`config.mk`:
```
export PLATFORM = sky130hd
export DESIGN_NAME = talk_listen_controller
export DESIGN_NICKNAME = d
export VERILOG_FILES = /design/src/design/addr_pkg.sv /design/src/design/bus_sync.sv /design/src/design/cmd_decode.sv /design/src/design/talk_listen_controller.sv
export VERILOG_INCLUDE_DIRS = /design/src /design/src/design
export SDC_FILE = /design/constraint.sdc
export NUM_CORES = 1
export LEC_CHECK = 0
export BUFFER_PORTS_ARGS = -buffer_cell sky130_fd_sc_hd__buf_2
export CORE_UTILIZATION = 23
export CTS_CLUSTER_SIZE = 10
export DETAILED_ROUTE_END_ITERATION = 8
export PLACE_DENSITY = 0.51
export SETUP_SLACK_MARGIN = 0.02
export SYNTH_ARGS = -nofsm -noshare
export SYNTH_HDL_FRONTEND = slang
export SYNTH_SLANG_ARGS = --single-unit
```
`constraint.sdc`:
```
create_clock -name core_clk -period 3.6 [get_ports core_clk]
set_input_delay 0.72 -clock core_clk [delete_from_list [all_inputs] [get_ports core_clk]]
set_output_delay 0.72 -clock core_clk [all_outputs]
set_load 0.005 [all_outputs]
```
`src/design/addr_defines.svh`:
```
`ifndef ADDR_DEFINES_SVH
`define ADDR_DEFINES_SVH
// register byte offsets
`define OFS_MODE        4'h0
`define OFS_SLOT_ZERO   4'h1
`define OFS_SLOT_ONE    4'h2
`define OFS_STATE       4'h3
`define OFS_INT_ONE     4'h4
`define OFS_INT_TWO     4'h5
`define OFS_MASK_ONE    4'h6
`define OFS_AUX_CMD     4'h7
`define OFS_OUT_BYTE    4'h8
`define OFS_IN_BYTE     4'h9
`define OFS_PASSTHRU    4'hA
`define OFS_DMA_CTRL    4'hB
// address_state_reg fields
`define ST_MAJOR_MINOR  0
`define ST_LISTEN_ADR   1
`define ST_SEND_ADR     2
`define ST_LISTEN_PRIMARY_SEEN         3
`define ST_TALK_PRIMARY_SEEN         4
`define ST_ATN_REL      5
`define ST_ACTIVE_CTL   6
// int_status_one fields
`define I1_INBOUND      0
`define I1_OUTBOUND     1
`define I1_SECONDARY    2
// int_status_two fields
`define I2_ADDR_CHANGE  0
// aux command codes
`define AUX_VALID       8'h0F
`define AUX_NON_VALID   8'h07
// reset values
`define RST_MODE        2'h1
`define RST_BYTE        8'h00
// bus command byte groups
`define GRP_LISTEN      2'h1
`define GRP_TALK        2'h2
`define GRP_SECONDARY   2'h3
`endif

```
`src/design/addr_pkg.sv`:
```
package addr_pkg;
    typedef enum logic [1:0] {
        MODE_OFF  = 2'h0,
        MODE_DUAL = 2'h1,
        MODE_EXT  = 2'h2,
        MODE_SOFT = 2'h3
    } addr_mode_t;
    typedef enum logic [1:0] {
        SEC_IDLE = 2'h0,
        SEC_HOLD = 2'h1
    } sec_state_t;
    typedef enum logic [1:0] {
        CMD_PCG_OTHER = 2'h0,
        CMD_LISTEN    = 2'h1,
        CMD_TALK      = 2'h2,
        CMD_SECONDARY = 2'h3
    } cmd_group_t;
endpackage

```
`src/design/bus_sync.sv`:
```
`timescale 1ns/1ps
`default_nettype none
module bus_sync (
    // clock and reset
    input  wire logic       core_clk,
    input  wire logic       reset_n,
    // raw pin levels
    input  wire logic [9:0] raw_in,
    // synchronised levels
    output logic      [9:0] sync_out
);
    typedef struct packed {
        logic [9:0] meta;
        logic [9:0] stable;
    } sync_state_t;
    sync_state_t st_ff;
    sync_state_t nxt_st;
    // first stage read only by the second stage
    always_comb begin
        nxt_st        = st_ff;
        nxt_st.meta   = raw_in;
        nxt_st.stable = st_ff.meta;
    end
    always_ff @(posedge core_clk or negedge reset_n) begin
        if (!reset_n) begin
            // idle bus lines read high; zeros here would fake a byte strobe after reset
            st_ff <= '1;
        end else begin
            st_ff <= nxt_st;
        end
    end
    assign sync_out = st_ff.stable;
endmodule
`default_nettype wire

```
`src/design/cmd_decode.sv`:
```
`timescale 1ns/1ps
`default_nettype none
`include "addr_defines.svh"
module cmd_decode (
    // command byte and own addresses
    input  wire logic [7:0]  cmd_byte,
    input  wire logic [4:0]  slot_zero,
    input  wire logic [4:0]  slot_one,
    // decoded group and matches
    output addr_pkg::cmd_group_t grp,
    output logic             hit_zero,
    output logic             hit_one,
    output logic             is_pcg
);
    import addr_pkg::*;
    // bits 6:5 pick the group, the low five are the address
    always_comb begin
        grp      = cmd_group_t'(cmd_byte[6:5]);
        hit_zero = (cmd_byte[4:0] == slot_zero);
        hit_one  = (cmd_byte[4:0] == slot_one);
        is_pcg   = (cmd_byte[6:5] != `GRP_SECONDARY);
    end
endmodule
`default_nettype wire

```
`src/design/talk_listen_controller.sv`:
```
// Notes on behaviour
// - active_ctl is never set; the controller's own addressing is not counted
// - mode 1 matches major and minor primaries
// - talk address sets send and change flags
// - listen address sets listen and change flags
// - major_minor_bit tells which address matched
// - mode 2 needs primary then secondary match
// - mode 2 primary talk sets talk_primary_seen
// - mode 2 secondary completes talker or listener
// - mode 3 secondary matched by software
// - mode 3 primary sets primary seen flags
// - mode 3 secondary flags and holds DAC
// - Valid sets role and releases DAC
// - Non-Valid idles role and releases DAC
// - each further secondary repeats the holdoff
// - primary command before secondary clears seen
// - data by DMA or PIO, PIO default
// - talker requests DMA when outbound empty
// - listener requests DMA when inbound full
// - one fly-by DMA cycle per byte
// - talker and listener exclude each other
// - state read from ATN, send, listen bits
`timescale 1ns/1ps
`default_nettype none
`include "addr_defines.svh"
module talk_listen_controller (
    // clock and reset
    input  wire logic       core_clk,
    input  wire logic       reset_n,
    // avalon-mm slave
    input  wire logic [3:0] avs_address,
    input  wire logic       avs_read,
    input  wire logic       avs_write,
    input  wire logic [31:0] avs_writedata,
    output logic      [31:0] avs_readdata,
    output logic            avs_waitrequest,
    // instrument bus pins, active low
    input  wire logic [7:0] dio_n_in,
    input  wire logic       atn_n_in,
    input  wire logic       dav_n_in,
    output logic            dac_n_out,
    output logic            dac_n_oe_n,
    output logic            rfd_n_out,
    output logic            rfd_n_oe_n,
    output logic            dav_n_out,
    output logic            dav_n_oe_n,
    output logic      [7:0] dio_n_out,
    output logic            dio_n_oe_n,
    input  wire logic       dac_n_in,
    // fly-by dma
    output logic            dma_req,
    input  wire logic       dma_ack,
    input  wire logic [7:0] dma_wdata,
    output logic      [7:0] dma_rdata,
    // secondary address interrupt line
    output logic            secondary_irq
);
    import addr_pkg::*;
    typedef struct packed {
        addr_mode_t  mode;
        logic [4:0]  slot_zero;
        logic [4:0]  slot_one;
        logic        send_addressed;
        logic        listen_addressed;
        logic        major_minor;
        logic        talk_primary_seen;
        logic        listen_primary_seen;
        logic        active_ctl;
        logic        inbound_ready;
        logic        outbound_ready;
        logic        secondary_seen;
        logic        addr_change;
        logic        sec_int_en;
        logic        dma_en;
        sec_state_t  sec;
        logic [7:0]  out_byte;
        logic        out_full;
        logic [7:0]  in_byte;
        logic [7:0]  passthru;
        logic        dav_seen;
        logic        prim_pending;
        logic        talk_drive;
        logic        dav_drive;
        logic [31:0] rdata;
        logic        ack;
    } tlc_state_t;
    tlc_state_t st_ff;
    tlc_state_t nxt_st;
    logic [9:0]  sync_lv;
    logic [7:0]  bus_byte;
    logic        atn_asserted;
    logic        dav_asserted;
    logic        dac_asserted;
    cmd_group_t  grp;
    logic        hit_zero;
    logic        hit_one;
    logic        is_pcg;
    logic        new_byte;
    logic        hold_dac;
    logic        acc_wr;
    logic        acc_rd;
    logic        hit_prim;
    logic        is_major;
    // pins come from another domain
    bus_sync u_sync (
        .core_clk (core_clk),
        .reset_n  (reset_n),
        .raw_in   ({dac_n_in, dav_n_in, dio_n_in}),
        .sync_out (sync_lv)
    );
    assign bus_byte     = ~sync_lv[7:0];
    assign dav_asserted = ~sync_lv[8];
    // the acceptance line reads high once every acceptor has released it
    assign dac_asserted = sync_lv[9];
    // atn is a level only; sampled once more through its own stage pair
    logic [1:0] atn_sync_ff;
    always_ff @(posedge core_clk or negedge reset_n) begin
        if (!reset_n) begin
            atn_sync_ff <= 2'h3;
        end else begin
            atn_sync_ff <= {atn_sync_ff[0], atn_n_in};
        end
    end
    assign atn_asserted = ~atn_sync_ff[1];
    cmd_decode u_dec (
        .cmd_byte  (bus_byte),
        .slot_zero (st_ff.slot_zero),
        .slot_one  (st_ff.slot_one),
        .grp       (grp),
        .hit_zero  (hit_zero),
        .hit_one   (hit_one),
        .is_pcg    (is_pcg)
    );
    // mode 2 only watches slot zero as primary
    assign hit_prim = (st_ff.mode == MODE_EXT) ? hit_zero : (hit_zero | hit_one);
    assign is_major = hit_zero;
    assign new_byte = dav_asserted & ~st_ff.dav_seen;
    assign hold_dac = (st_ff.sec == SEC_HOLD);
    assign acc_wr   = avs_write & ~st_ff.ack;
    assign acc_rd   = avs_read & ~st_ff.ack;
    // one wait cycle then the answer
    always_comb begin
        nxt_st     = st_ff;
        nxt_st.ack = acc_wr | acc_rd;
        if (!dav_asserted) begin
            nxt_st.dav_seen = 1'b0;
        end
        // cleared ahead of the events below, so a same-cycle change still wins
        if (acc_rd && avs_address == `OFS_INT_TWO) begin
            nxt_st.addr_change = 1'b0;
        end
        // bus byte handling
        if (new_byte && !hold_dac) begin
            nxt_st.dav_seen = 1'b1;
            if (atn_asserted) begin
                if (is_pcg) begin
                    nxt_st.prim_pending = 1'b0;
                end
                if (is_pcg && st_ff.mode != MODE_DUAL) begin
                    nxt_st.talk_primary_seen = 1'b0;
                    nxt_st.listen_primary_seen = 1'b0;
                end
                case (grp)
                    CMD_TALK: begin
                        if (hit_prim && st_ff.mode == MODE_DUAL) begin
                            nxt_st.send_addressed   = 1'b1;
                            nxt_st.listen_addressed = 1'b0;
                            nxt_st.addr_change      = 1'b1;
                            nxt_st.major_minor      = ~is_major;
                        end else if (hit_prim && st_ff.mode != MODE_OFF) begin
                            nxt_st.talk_primary_seen         = 1'b1;
                            nxt_st.listen_primary_seen         = 1'b0;
                            nxt_st.major_minor  = ~is_major;
                            nxt_st.prim_pending = 1'b1;
                        end
                    end
                    CMD_LISTEN: begin
                        if (hit_prim && st_ff.mode == MODE_DUAL) begin
                            nxt_st.listen_addressed = 1'b1;
                            nxt_st.send_addressed   = 1'b0;
                            nxt_st.addr_change      = 1'b1;
                            nxt_st.major_minor      = ~is_major;
                        end else if (hit_prim && st_ff.mode != MODE_OFF) begin
                            nxt_st.listen_primary_seen         = 1'b1;
                            nxt_st.talk_primary_seen         = 1'b0;
                            nxt_st.major_minor  = ~is_major;
                            nxt_st.prim_pending = 1'b1;
                        end
                    end
                    CMD_SECONDARY: begin
                        if (st_ff.mode == MODE_EXT && st_ff.prim_pending && hit_one) begin
                            nxt_st.send_addressed   = st_ff.talk_primary_seen;
                            nxt_st.listen_addressed = st_ff.listen_primary_seen;
                            nxt_st.addr_change      = 1'b1;
                            nxt_st.prim_pending     = 1'b0;
                        end else if (st_ff.mode == MODE_SOFT && (st_ff.talk_primary_seen || st_ff.listen_primary_seen)) begin
                            nxt_st.passthru       = bus_byte;
                            nxt_st.secondary_seen = 1'b1;
                            nxt_st.sec            = SEC_HOLD;
                        end
                    end
                    default: begin
                    end
                endcase
            end else if (st_ff.listen_addressed) begin
                nxt_st.in_byte       = bus_byte;
                nxt_st.inbound_ready = 1'b1;
            end
        end
        // outbound ready once atn released
        if (st_ff.send_addressed && !atn_asserted && !st_ff.out_full) begin
            nxt_st.outbound_ready = 1'b1;
        end
        // talker handshake on the bus
        if (st_ff.send_addressed && !atn_asserted && st_ff.out_full && !st_ff.dav_drive) begin
            nxt_st.dav_drive = 1'b1;
        end else if (st_ff.dav_drive && dac_asserted) begin
            nxt_st.dav_drive = 1'b0;
            nxt_st.out_full  = 1'b0;
        end
        nxt_st.talk_drive = st_ff.send_addressed & ~atn_asserted;
        // fly-by dma, one byte per acknowledge
        if (dma_ack && st_ff.dma_en) begin
            if (st_ff.send_addressed) begin
                nxt_st.out_byte       = dma_wdata;
                nxt_st.out_full       = 1'b1;
                nxt_st.outbound_ready = 1'b0;
            end else begin
                nxt_st.inbound_ready = 1'b0;
            end
        end
        // register writes
        if (acc_wr) begin
            case (avs_address)
                `OFS_MODE:      nxt_st.mode = addr_mode_t'(avs_writedata[1:0]);
                `OFS_SLOT_ZERO: nxt_st.slot_zero = avs_writedata[4:0];
                `OFS_SLOT_ONE:  nxt_st.slot_one = avs_writedata[4:0];
                `OFS_MASK_ONE:  nxt_st.sec_int_en = avs_writedata[`I1_SECONDARY];
                `OFS_DMA_CTRL:  nxt_st.dma_en = avs_writedata[0];
                `OFS_OUT_BYTE: begin
                    nxt_st.out_byte       = avs_writedata[7:0];
                    nxt_st.out_full       = 1'b1;
                    nxt_st.outbound_ready = 1'b0;
                end
                `OFS_AUX_CMD: begin
                    if (hold_dac && avs_writedata[7:0] == `AUX_VALID) begin
                        nxt_st.listen_addressed = st_ff.listen_primary_seen;
                        nxt_st.send_addressed   = st_ff.talk_primary_seen;
                        nxt_st.addr_change      = 1'b1;
                        nxt_st.sec              = SEC_IDLE;
                    end else if (hold_dac && avs_writedata[7:0] == `AUX_NON_VALID) begin
                        if (st_ff.talk_primary_seen) begin
                            nxt_st.send_addressed = 1'b0;
                        end
                        if (st_ff.listen_primary_seen) begin
                            nxt_st.listen_addressed = 1'b0;
                        end
                        nxt_st.sec = SEC_IDLE;
                    end
                end
                default: begin
                end
            endcase
        end
        // reads clear the event flags except outbound_ready; a same-cycle event still wins
        if (acc_rd) begin
            case (avs_address)
                `OFS_MODE:      nxt_st.rdata = {30'h0, st_ff.mode};
                `OFS_SLOT_ZERO: nxt_st.rdata = {27'h0, st_ff.slot_zero};
                `OFS_SLOT_ONE:  nxt_st.rdata = {27'h0, st_ff.slot_one};
                `OFS_STATE: begin
                    nxt_st.rdata = {25'h0, st_ff.active_ctl, ~atn_asserted, st_ff.talk_primary_seen, st_ff.listen_primary_seen,
                                    st_ff.send_addressed, st_ff.listen_addressed, st_ff.major_minor};
                end
                `OFS_INT_ONE: begin
                    nxt_st.rdata = {29'h0, st_ff.secondary_seen, st_ff.outbound_ready, st_ff.inbound_ready};
                    if (!(new_byte && atn_asserted && grp == CMD_SECONDARY)) begin
                        nxt_st.secondary_seen = nxt_st.secondary_seen & ~st_ff.secondary_seen;
                    end
                end
                `OFS_INT_TWO: begin
                    nxt_st.rdata = {31'h0, st_ff.addr_change};
                end
                `OFS_MASK_ONE:  nxt_st.rdata = {29'h0, st_ff.sec_int_en, 2'h0};
                `OFS_IN_BYTE: begin
                    nxt_st.rdata = {24'h0, st_ff.in_byte};
                    if (!(new_byte && !atn_asserted)) begin
                        nxt_st.inbound_ready = 1'b0;
                    end
                end
                `OFS_PASSTHRU:  nxt_st.rdata = {24'h0, st_ff.passthru};
                `OFS_DMA_CTRL:  nxt_st.rdata = {31'h0, st_ff.dma_en};
                default:        nxt_st.rdata = 32'h0;
            endcase
        end
        // active_ctl held at zero; own talk or listen sent as controller is not counted
        nxt_st.active_ctl = 1'b0;
    end
    always_ff @(posedge core_clk or negedge reset_n) begin
        if (!reset_n) begin
            st_ff      <= '0;
            st_ff.mode <= addr_mode_t'(`RST_MODE);
        end else begin
            st_ff <= nxt_st;
        end
    end
    // outputs
    assign avs_waitrequest = (avs_read | avs_write) & ~st_ff.ack;
    assign avs_readdata    = st_ff.rdata;
    assign dac_n_out       = 1'b0;
    // only an acceptor pulls: commands under atn, or data while listening
    assign dac_n_oe_n      = ~(hold_dac | (new_byte & (atn_asserted | st_ff.listen_addressed)));
    assign rfd_n_out       = 1'b0;
    assign rfd_n_oe_n      = ~(st_ff.listen_addressed & st_ff.inbound_ready);
    assign dav_n_out       = 1'b0;
    assign dav_n_oe_n      = ~st_ff.dav_drive;
    assign dio_n_out       = ~st_ff.out_byte;
    assign dio_n_oe_n      = ~st_ff.talk_drive;
    assign dma_req         = st_ff.dma_en & ~atn_asserted & ((st_ff.send_addressed & ~st_ff.out_full) |
                             (st_ff.listen_addressed & st_ff.inbound_ready));
    assign dma_rdata       = st_ff.in_byte;
    assign secondary_irq   = st_ff.secondary_seen & st_ff.sec_int_en;
endmodule
`default_nettype wire

```
==> results of run 1 <==
[logic make-up after synthesis]
kind of cell	Yosys count	share of synthesized area
xor gates and xnor gates	10	0.0202
adders and majority gates	4	0.0116
and+or+nand+nor	121	0.143
buffers and inverters	76	0.107
muxes	28	0.0702
AOI/OAI and AO/OA	96	0.150
DFF	85	0.498
other	1	0.000865
[area by class of cell]
class                      count  area share
clock buffer                  12      0.0495
clock inverter                 4     0.00955
inverter                      19      0.0143
multi-input combinational    286       0.364
sequential                    85       0.433
tap                          229      0.0576
timing repair buffer          69      0.0714
[state kept, by name, summed over array words and instances (netlist names)]
signal	flops
avs_readdata	8
st_ff	47
u_sync.sync_out	10
dma_rdata	8
atn_sync_ff	2
u_sync.nxt_st	10
[report_power, final]
| part | switching, mW | internal (mW) | leakage (nW) | total [mW] |
|---|---|---|---|---|
| clock network | 0.368 | 0.554 | 0.143 | 0.922 |
| logic | 0.186 | 0.160 | 1.03 | 0.346 |
| registers | 0.0962 | 1.07 | 1.06 | 1.16 |
| total | 0.651 | 1.78 | 2.23 | 2.43 |
[worst reg2reg max path, cell delays in order (launching register included)]
cell and delay [ps]:
dfrtp_1 410, nand2b_1 310, nand3b_1 250, nor4_2 510, o21ai_0 230, o21ai_0 150, a32oi_1 80
[worst paths after layout]
check / start / endpoint / slack, ps / depth (start not counted)
min in group asynchronous: reset_n / st_ff[77]$_DFFE_PN0P_ / 560 / 1
max in group asynchronous: reset_n / u_sync.sync_out[1]$_DFF_PN1_ / 2290 / 2
worst min-delay path: u_sync.nxt_st[8]$_DFF_PN1_ / u_sync.sync_out[8]$_DFF_PN1_ / 350 / 0
worst max-delay path: avs_writedata[4] / st_ff[75]$_DFF_PN0_ / 1440 / 7
worst min register to register: u_sync.nxt_st[8]$_DFF_PN1_ / u_sync.sync_out[8]$_DFF_PN1_ / 350 / 0
worst max register to register: st_ff[0]$_DFF_PN0_ / st_ff[75]$_DFF_PN0_ / 1520 / 6
[Yosys cell counts, types with 6 or more instances]
cell	number	area [um^2]
a21oi_1	8	40.0
a22oi_1	12	90.1
buf_2	7	35.0
buf_4	44	330
dfrtp_1	62	1550
dfstp_2	23	604
inv_1	19	71.3
mux2_2	19	214
mux2i_1	9	90.1
nand2_1	48	180
nand2b_1	6	37.5
nand3_1	10	50.1
nor2_1	21	78.8
nor2b_1	10	62.6
o21ai_0	36	180
o22ai_1	10	62.6
xnor2_1	8	70.1
[per-layer routing]
metal / GRT usage / vias to the layer above / share of wire
met3: 0.0351 / 19 / 0.057
met5: 0 / - / 0
li1: - / 1492 / -
met1: 0.165 / 1513 / 0.49
met4: 0.0480 / 0 / 0.025
met2: 0.170 / 117 / 0.43
[per-stage QoR]
step	std cells	utilization	hold slack (ps)	total power, mW
final	704	0.273	355	2.43
after global routing	704	0.273	357	2.56
after global placement	688	0.257	347	1.51
after floorplan	447	-	345	1.39
after CTS	704	0.273	355	2.46
after detailed placement	688	0.257	347	1.52
==> impl_metrics.tcl, run 1 <==
set metrics [dict create \
    finalInstanceArea_mm2 0.00498 \
    initial_detailed_routing_violation_count 184 \
    top_level_ports 118 \
    instance_area_after_placement_mm2 0.00468 \
    drt_wl_total_mm 10.8 \
    start_kind "primary input" \
    ff_latch_area_mm2 0.00216 \
    start_util 0.238 \
    clkSlewWorstSetupHoldPaths_ps 60 \
    initial_antenna_violation_count 0 \
    globalplace.congestion 0.801 \
    grt_start_max_net_pins 83 \
    synthCells 421 \
    antennaDiodeCount 0 \
    cts_tree "done" \
    timing.critical_path.slowest_stage_cell "nor4_2" \
    antenna_left 0 \
    grt_remaining_overflow 0 \
    avgRoutedWirePerCell_um 15.4 \
    async_reset_ff_frac 1.00 \
    setup_tns_ps 0 \
    period_share 0.599 \
    die_height_um 139 \
    critical_path.max_fanout 6 \
    dp_worst_setup_slack_ps 1160 \
    finalWorstPathRequiredPeriod_ps 2160 \
    worst_ir_drop_vdd_mv 0.234 \
    layout_net_count 534 \
    worst_pin_slew_ps 1030 \
    syn_to_final_growth_pct 14.8 \
    cts.repair_timing.setup_buffer_count 0 \
    critical_path.cell_chain "buf_2 -> nor3_1 -> nand3b_1 -> nor4_2 -> o21ai_0 -> o21ai_0 -> a32oi_1" \
    hpwlAfterDp_mm 7.94 \
    power-per-cell-area_mw_per_mm2 488 \
    status "complete, but fails checks" \
    layout.cells.most_common_list "buf_2 (65), dfrtp_1 (62), nand2_1 (48)" \
    coreArea_mm2 0.0182 \
    post_route_cells_drive_above_1_share 0.286 \
    cts_max_path_buffers 2 \
    final-max-slew-violation-count 0 \
    timing.final.hold_violations 0 \
    tritoncts.num_buffers 9 \
    insertion_delay_ps 340 \
    synth.lib_cells_used.distinct 55 \
    viasPerCell 4.46 \
    cts-resized-gates 0 \
    slew_headroom 0.316 \
    drt-pass1-iter-count 8 \
    power.leakage_nw 2.23 \
    hp-class "reg2reg" \
    cts.sinks 85 \
    dieArea_mm2 0.0194 \
    final.setup_skew_ps 6.28 \
    synth-edff-count 0 \
    synth_seq_area_share 0.498 \
    vias_in_the_first_global_route 3062 \
    num_rows 49 \
    grt_first_pass_wirelength_mm 17.5 \
    multi_input_area_mm2 0.00181 \
    most_used_flip_flop_cell_after_synthesis "dfrtp_1" \
    crit_path_end_kind "flop" \
    drt_drc_violations_left 11 \
    critical_path.max_stage_delay_ps 510 \
    htree_num_levels 3 \
    max_freq_ghz 0.463 \
    crit_required_ps 3810 \
    synth_seq_cells 85 \
    fillers 1898 \
    cts_root_buffer "clkbuf_16" \
    rsz0062_at_grt "no" \
    die_w_um 139 \
    synth_warnings 0 \
    holdBufCountCts 0 \
    cp_top_family "simple AND/OR/NAND/NOR gates" \
    arrival_ps 2370 \
    violations_in_the_final_reports "design-rule violations" \
    via_count 3141 \
    postLayoutSetupSlackWorst_ps 1440 \
    max-cap-violations 0 \
    post_synth.cell_area_avg_um2 10.3 \
    syn_std_cell_area_mm2 0.00433 \
    setup_viol 0 \
    worst-setup-path-type "in2reg" \
    grt_use_total 0.118 \
    crit_top_cell "o21ai_0" \
    mostFrequentLayoutCell "buf_2" \
    sum_of_buffers_and_inverters_on_the_critical_path 1 \
    place.port_buffers 66 \
]
Power figures use the tool's default switching activity.
==> run 2, diff against run 1 <==
Clock period 3.6 ns to 2.2 ns, I/O delays scaled along.
==> impl_metrics.tcl, run 2 (synthesized netlist as in run 1, its figures left out) <==
set metrics [dict create \
    fin_worst_hold_slack_ps 196 \
    critical_path.max_stage_delay_ps 570 \
    mostFrequentLayoutCell "buf_2" \
    seqPwrFrac 0.463 \
    power-per-cell-area_mw_per_mm2 813 \
    largest-register "st_ff" \
    clock_power_frac 0.399 \
    timing.final.hold_violations 0 \
    syn_to_final_growth_pct 17.0 \
    timing.critical_path.slowest_stage_cell "dfstp_2" \
    finalWorstPathRequiredPeriod_ps 1840 \
    clkSlewWorstSetupHoldPaths_ps 60 \
    num_rows 49 \
    place.port_buffers 66 \
    worst_ir_drop_vdd_mv 0.369 \
    coreArea_mm2 0.0182 \
    cts-resized-gates 0 \
    violations_in_the_final_reports "design-rule violations" \
    grt_first_pass_wirelength_mm 17.6 \
    largest_reg_flops 47 \
    globalplace.congestion 0.806 \
    cp_top_family "flip-flops" \
    crit_top_cell "inv_1" \
    initial_detailed_routing_violation_count 155 \
    max-cap-violations 0 \
    grt_remaining_overflow 0 \
    power.leakage_nw 2.28 \
    reg2regPathDepth 7 \
    hp-class "in2reg" \
    setup_viol 0 \
    hpwlAfterDp_mm 8.16 \
    drt_wl_total_mm 11.0 \
    grt_use_total 0.119 \
    antennaDiodeCount 0 \
    viasPerCell 4.43 \
    status "complete, but fails checks" \
    rsz0062_at_grt "no" \
    critical_path.cell_chain "inv_1 -> ha_1 -> nor2b_1 -> o21ai_0 -> inv_1 -> and3_1 -> o22ai_1" \
    sum_of_buffers_and_inverters_on_the_critical_path 2 \
    power.combinational.fraction 0.138 \
    worst-setup-path-type "reg2reg" \
    drt_drc_violations_left 11 \
    start_kind "flop" \
    post_route_cells_drive_above_1_share 0.293 \
    final-max-slew-violation-count 0 \
    avgRoutedWirePerCell_um 15.4 \
    tritoncts.num_buffers 9 \
    crit_path_end_kind "flop" \
    vias_in_the_first_global_route 3159 \
    power.switching_mw 1.05 \
    top_level_ports 118 \
    arrival_ps 2110 \
    cts.sinks 85 \
    cts_root_buffer "clkbuf_16" \
    start_util 0.238 \
    cts_max_path_buffers 2 \
    via_count 3148 \
    cts_tree "done" \
    power.share.switching 0.256 \
    cp.depth 7 \
    critical_path.reg2reg.endpoint "st_ff[71]$_DFFE_PN0P_" \
    antenna_left 0 \
    layout.cells.most_common_list "buf_2 (65), dfrtp_1 (62), nand2_1 (48)" \
    dieArea_mm2 0.0194 \
    critical_path.startpoint "u_sync.sync_out[5]$_DFF_PN1_" \
    die_w_um 139 \
    grt_start_max_net_pins 36 \
    layout_net_count 540 \
    setup_tns_ps 0 \
    insertion_delay_ps 340 \
    crit_required_ps 2460 \
    htree_num_levels 3 \
    worst_pin_slew_ps 571 \
    r2r-start "u_sync.sync_out[5]$_DFF_PN1_" \
    die_height_um 139 \
    initial_antenna_violation_count 0 \
    final.setup_skew_ps 6.54 \
    reg2reg_setup_slack_ps 360 \
    critical_path.max_fanout 5 \
    cellInternalPower_mw 3.07 \
    setup.worst_path.end "st_ff[71]$_DFFE_PN0P_" \
    period_share 0.838 \
    slew_headroom 0.619 \
    max_freq_ghz 0.542 \
    drt-pass1-iter-count 9 \
]
==> run 2: power by group through the flow <==
stage               Clock (mW)  Sequential (mW)  Combinational [mW]
floorplan                    0             1.86               0.415
global placement             0             1.93               0.565
detailed placement           0             1.93               0.573
CTS                       1.71             1.91               0.575
global route              1.78             1.93               0.639
finish                    1.65             1.91               0.568
==> run 2: routing by layer <==
layer	track usage	wire (um)	vias to the layer above
met3	0.0368	682	6
met2	0.176	4950	101
met4	0.0363	113	0
li1	-	-	1509
met5	0	0	-
met1	0.164	5210	1532
==> run 2: cell type report <==
class,count,area [um^2]
flip-flops and latches,85,2160
inverters,19,71.3
clock buffers,13,260
well taps,229,287
clock inverters,3,67.6
multi-input cells,286,1810
repair buffers,75,415
fillers,1899,13100
==> run 2: stage by stage <==
| step | util | total power [mW] | setup slack (ps) | cells | area [um^2] |
|---|---|---|---|---|---|
| after global placement | 0.260 | 2.49 | 312 | 693 | 4730 |
| after detailed placement | 0.260 | 2.50 | 212 | 693 | 4730 |
| after floorplan | - | 2.28 | 531 | 447 | 4430 |
| after global routing | 0.278 | 4.35 | 184 | 710 | 5070 |
| after CTS | 0.278 | 4.19 | 309 | 710 | 5070 |
| final | 0.278 | 4.12 | 356 | 710 | 5070 |
==> run 2: worst min-delay path by stage <==
stage | from | to | slack [ps] | cells past startpoint
finish | dio_n_in[0] | u_sync.nxt_st[0]$_DFF_PN1_ | 200 | 1
global route | dio_n_in[5] | u_sync.nxt_st[5]$_DFF_PN1_ | 170 | 1
CTS | dac_n_in | u_sync.nxt_st[9]$_DFF_PN1_ | 180 | 1
detailed placement | u_sync.nxt_st[8]$_DFF_PN1_ | u_sync.sync_out[8]$_DFF_PN1_ | 350 | 0
global placement | u_sync.nxt_st[8]$_DFF_PN1_ | u_sync.sync_out[8]$_DFF_PN1_ | 350 | 0
floorplan | reset_n | avs_readdata[0]$_DFFE_PN0P_ | 140 | 0
==> run 2: repair_timing <==
item                                   in CTS  in global routing
endpoints found under the hold margin       6                  0
hold buffers                                1                  0
buffers inserted                            0                  0
==> run 3, diff against run 2 <==
Clock period 2.2 ns to 1.87 ns, I/O delays scaled along.
==> impl_metrics.tcl, run 3 (synthesized netlist as in run 1, its figures left out) <==
set metrics [dict create \
    tritoncts.num_buffers 9 \
    dieArea_mm2 0.0194 \
    hp-class "in2reg" \
    rsz0062_at_grt "no" \
    largest-register "st_ff" \
    place.port_buffers 66 \
    setup_viol 0 \
    avgRoutedWirePerCell_um 15.7 \
    die_height_um 139 \
    grt_first_pass_wirelength_mm 18.0 \
    finalWorstPathRequiredPeriod_ps 1760 \
    top_level_ports 118 \
    slew_headroom 0.639 \
    arrival_ps 1970 \
    violations_in_the_final_reports "design-rule violations" \
    reg2reg_setup_slack_ps 110 \
    fillers 1897 \
    viasPerCell 4.50 \
    placed_cells 704 \
    largest_reg_flops 47 \
    via_count 3264 \
    coreArea_mm2 0.0182 \
    cts_root_buffer "clkbuf_16" \
    insertion_delay_ps 350 \
    antennaDiodeCount 0 \
    crit_required_ps 2080 \
    htree_num_levels 3 \
    clkSlewWorstSetupHoldPaths_ps 60 \
    initial_antenna_violation_count 0 \
    period_share 0.941 \
    antenna_left 0 \
    cts_tree "done" \
    start_kind "flop" \
    instances_no_fill 725 \
    multi_input_area_mm2 0.00186 \
    crit_path_end_kind "flop" \
    max_freq_ghz 0.568 \
    post_route_cells_drive_above_1_share 0.331 \
    worst_ir_drop_vdd_mv 0.466 \
    critical_path.max_fanout 5 \
    layout_net_count 555 \
    final.setup_skew_ps 6.69 \
    drt-pass1-iter-count 8 \
    num_rows 49 \
    cts_max_path_buffers 2 \
    start_util 0.238 \
    mostFrequentLayoutCell "buf_2" \
    status "complete, but fails checks" \
    globalplace.congestion 0.783 \
    initial_detailed_routing_violation_count 151 \
    syn_to_final_growth_pct 21.0 \
    drt_drc_violations_left 11 \
    setup_tns_ps 0 \
    die_w_um 139 \
    hpwlAfterDp_mm 8.33 \
    power-per-cell-area_mw_per_mm2 942 \
    max-cap-violations 0 \
    vias_in_the_first_global_route 3161 \
    worst_pin_slew_ps 540 \
    timing.final.hold_violations 0 \
    ff_latch_area_mm2 0.00216 \
    grt_start_max_net_pins 46 \
    layout.cells.most_common_list "buf_2 (65), dfrtp_1 (61), nand2_1 (47)" \
    grt_remaining_overflow 0 \
    cts.sinks 85 \
    final-max-slew-violation-count 0 \
    power.leakage_nw 2.38 \
    grt_use_total 0.122 \
    worst-setup-path-type "reg2reg" \
    drt_wl_total_mm 11.4 \
]
## run 3: metal layers
layer	global-route usage	routed length [um]	vias to the layer above
met5	0	0	-
met4	0.0339	146	0
met3	0.0379	655	14
met2	0.180	5040	117
met1	0.172	5530	1591
li1	-	-	1542
## run 3: final cells by class
class                   count  area share
clock buffers              11      0.0463
clock inverters             5      0.0158
inverters                  19      0.0136
multi-input cells         286       0.355
flip-flops and latches     85       0.412
well taps                 229      0.0547
repair buffers             90       0.103
## run 3: final timing paths
path | cells past startpoint | end | start
max reg2reg | 6 | st_ff[75]$_DFF_PN0_ | u_sync.sync_out[0]$_DFF_PN1_
max | 6 | st_ff[75]$_DFF_PN0_ | u_sync.sync_out[0]$_DFF_PN1_
min in group asynchronous | 2 | st_ff[56]$_DFF_PN0_ | reset_n
min reg2reg | 0 | atn_sync_ff[1]$_DFF_PN1_ | atn_sync_ff[0]$_DFF_PN1_
min | 1 | u_sync.nxt_st[2]$_DFF_PN1_ | dio_n_in[2]
max in group asynchronous | 3 | u_sync.sync_out[7]$_DFF_PN1_ | reset_n
## run 3: power by group
part	internal [mW]	switching, mW	total (mW)	leakage [nW]
combinational	0.350	0.396	0.745	1.15
clock	1.21	0.733	1.94	0.160
sequential	2.05	0.195	2.25	1.06
total	3.61	1.32	4.94	2.38
## run 3: what timing repair did
action | 4_1_cts | 5_1_grt
hold buffers | 1 | 0
buffers inserted | 0 | 4
setup endpoints to repair | 1 | 18
resized for setup | 1 | 10
endpoints found under the hold margin | 9 | 0
pin swaps | 0 | 6
## run 3: stage by stage
stage,hold slack [ps],instance area [um^2],util,power [mW],setup slack (ps)
6_report,119,5240,0.288,4.94,110
5_1_grt,99.9,5240,0.288,5.20,19.5
4_1_cts,101,5150,0.283,4.97,38.0
3_5_place_dp,284,4810,0.264,2.97,52.6
3_3_place_gp,280,4810,0.264,2.95,85.4
2_1_floorplan,78.4,4430,-,2.68,201
## run 3: critical path, stage by stage, from the launching register on
cell and delay (ps):
dfstp_2 590, xnor2_1 100, nor3_2 180, nand3_2 210, o211a_1 270, o22ai_1 130, a32oi_1 130
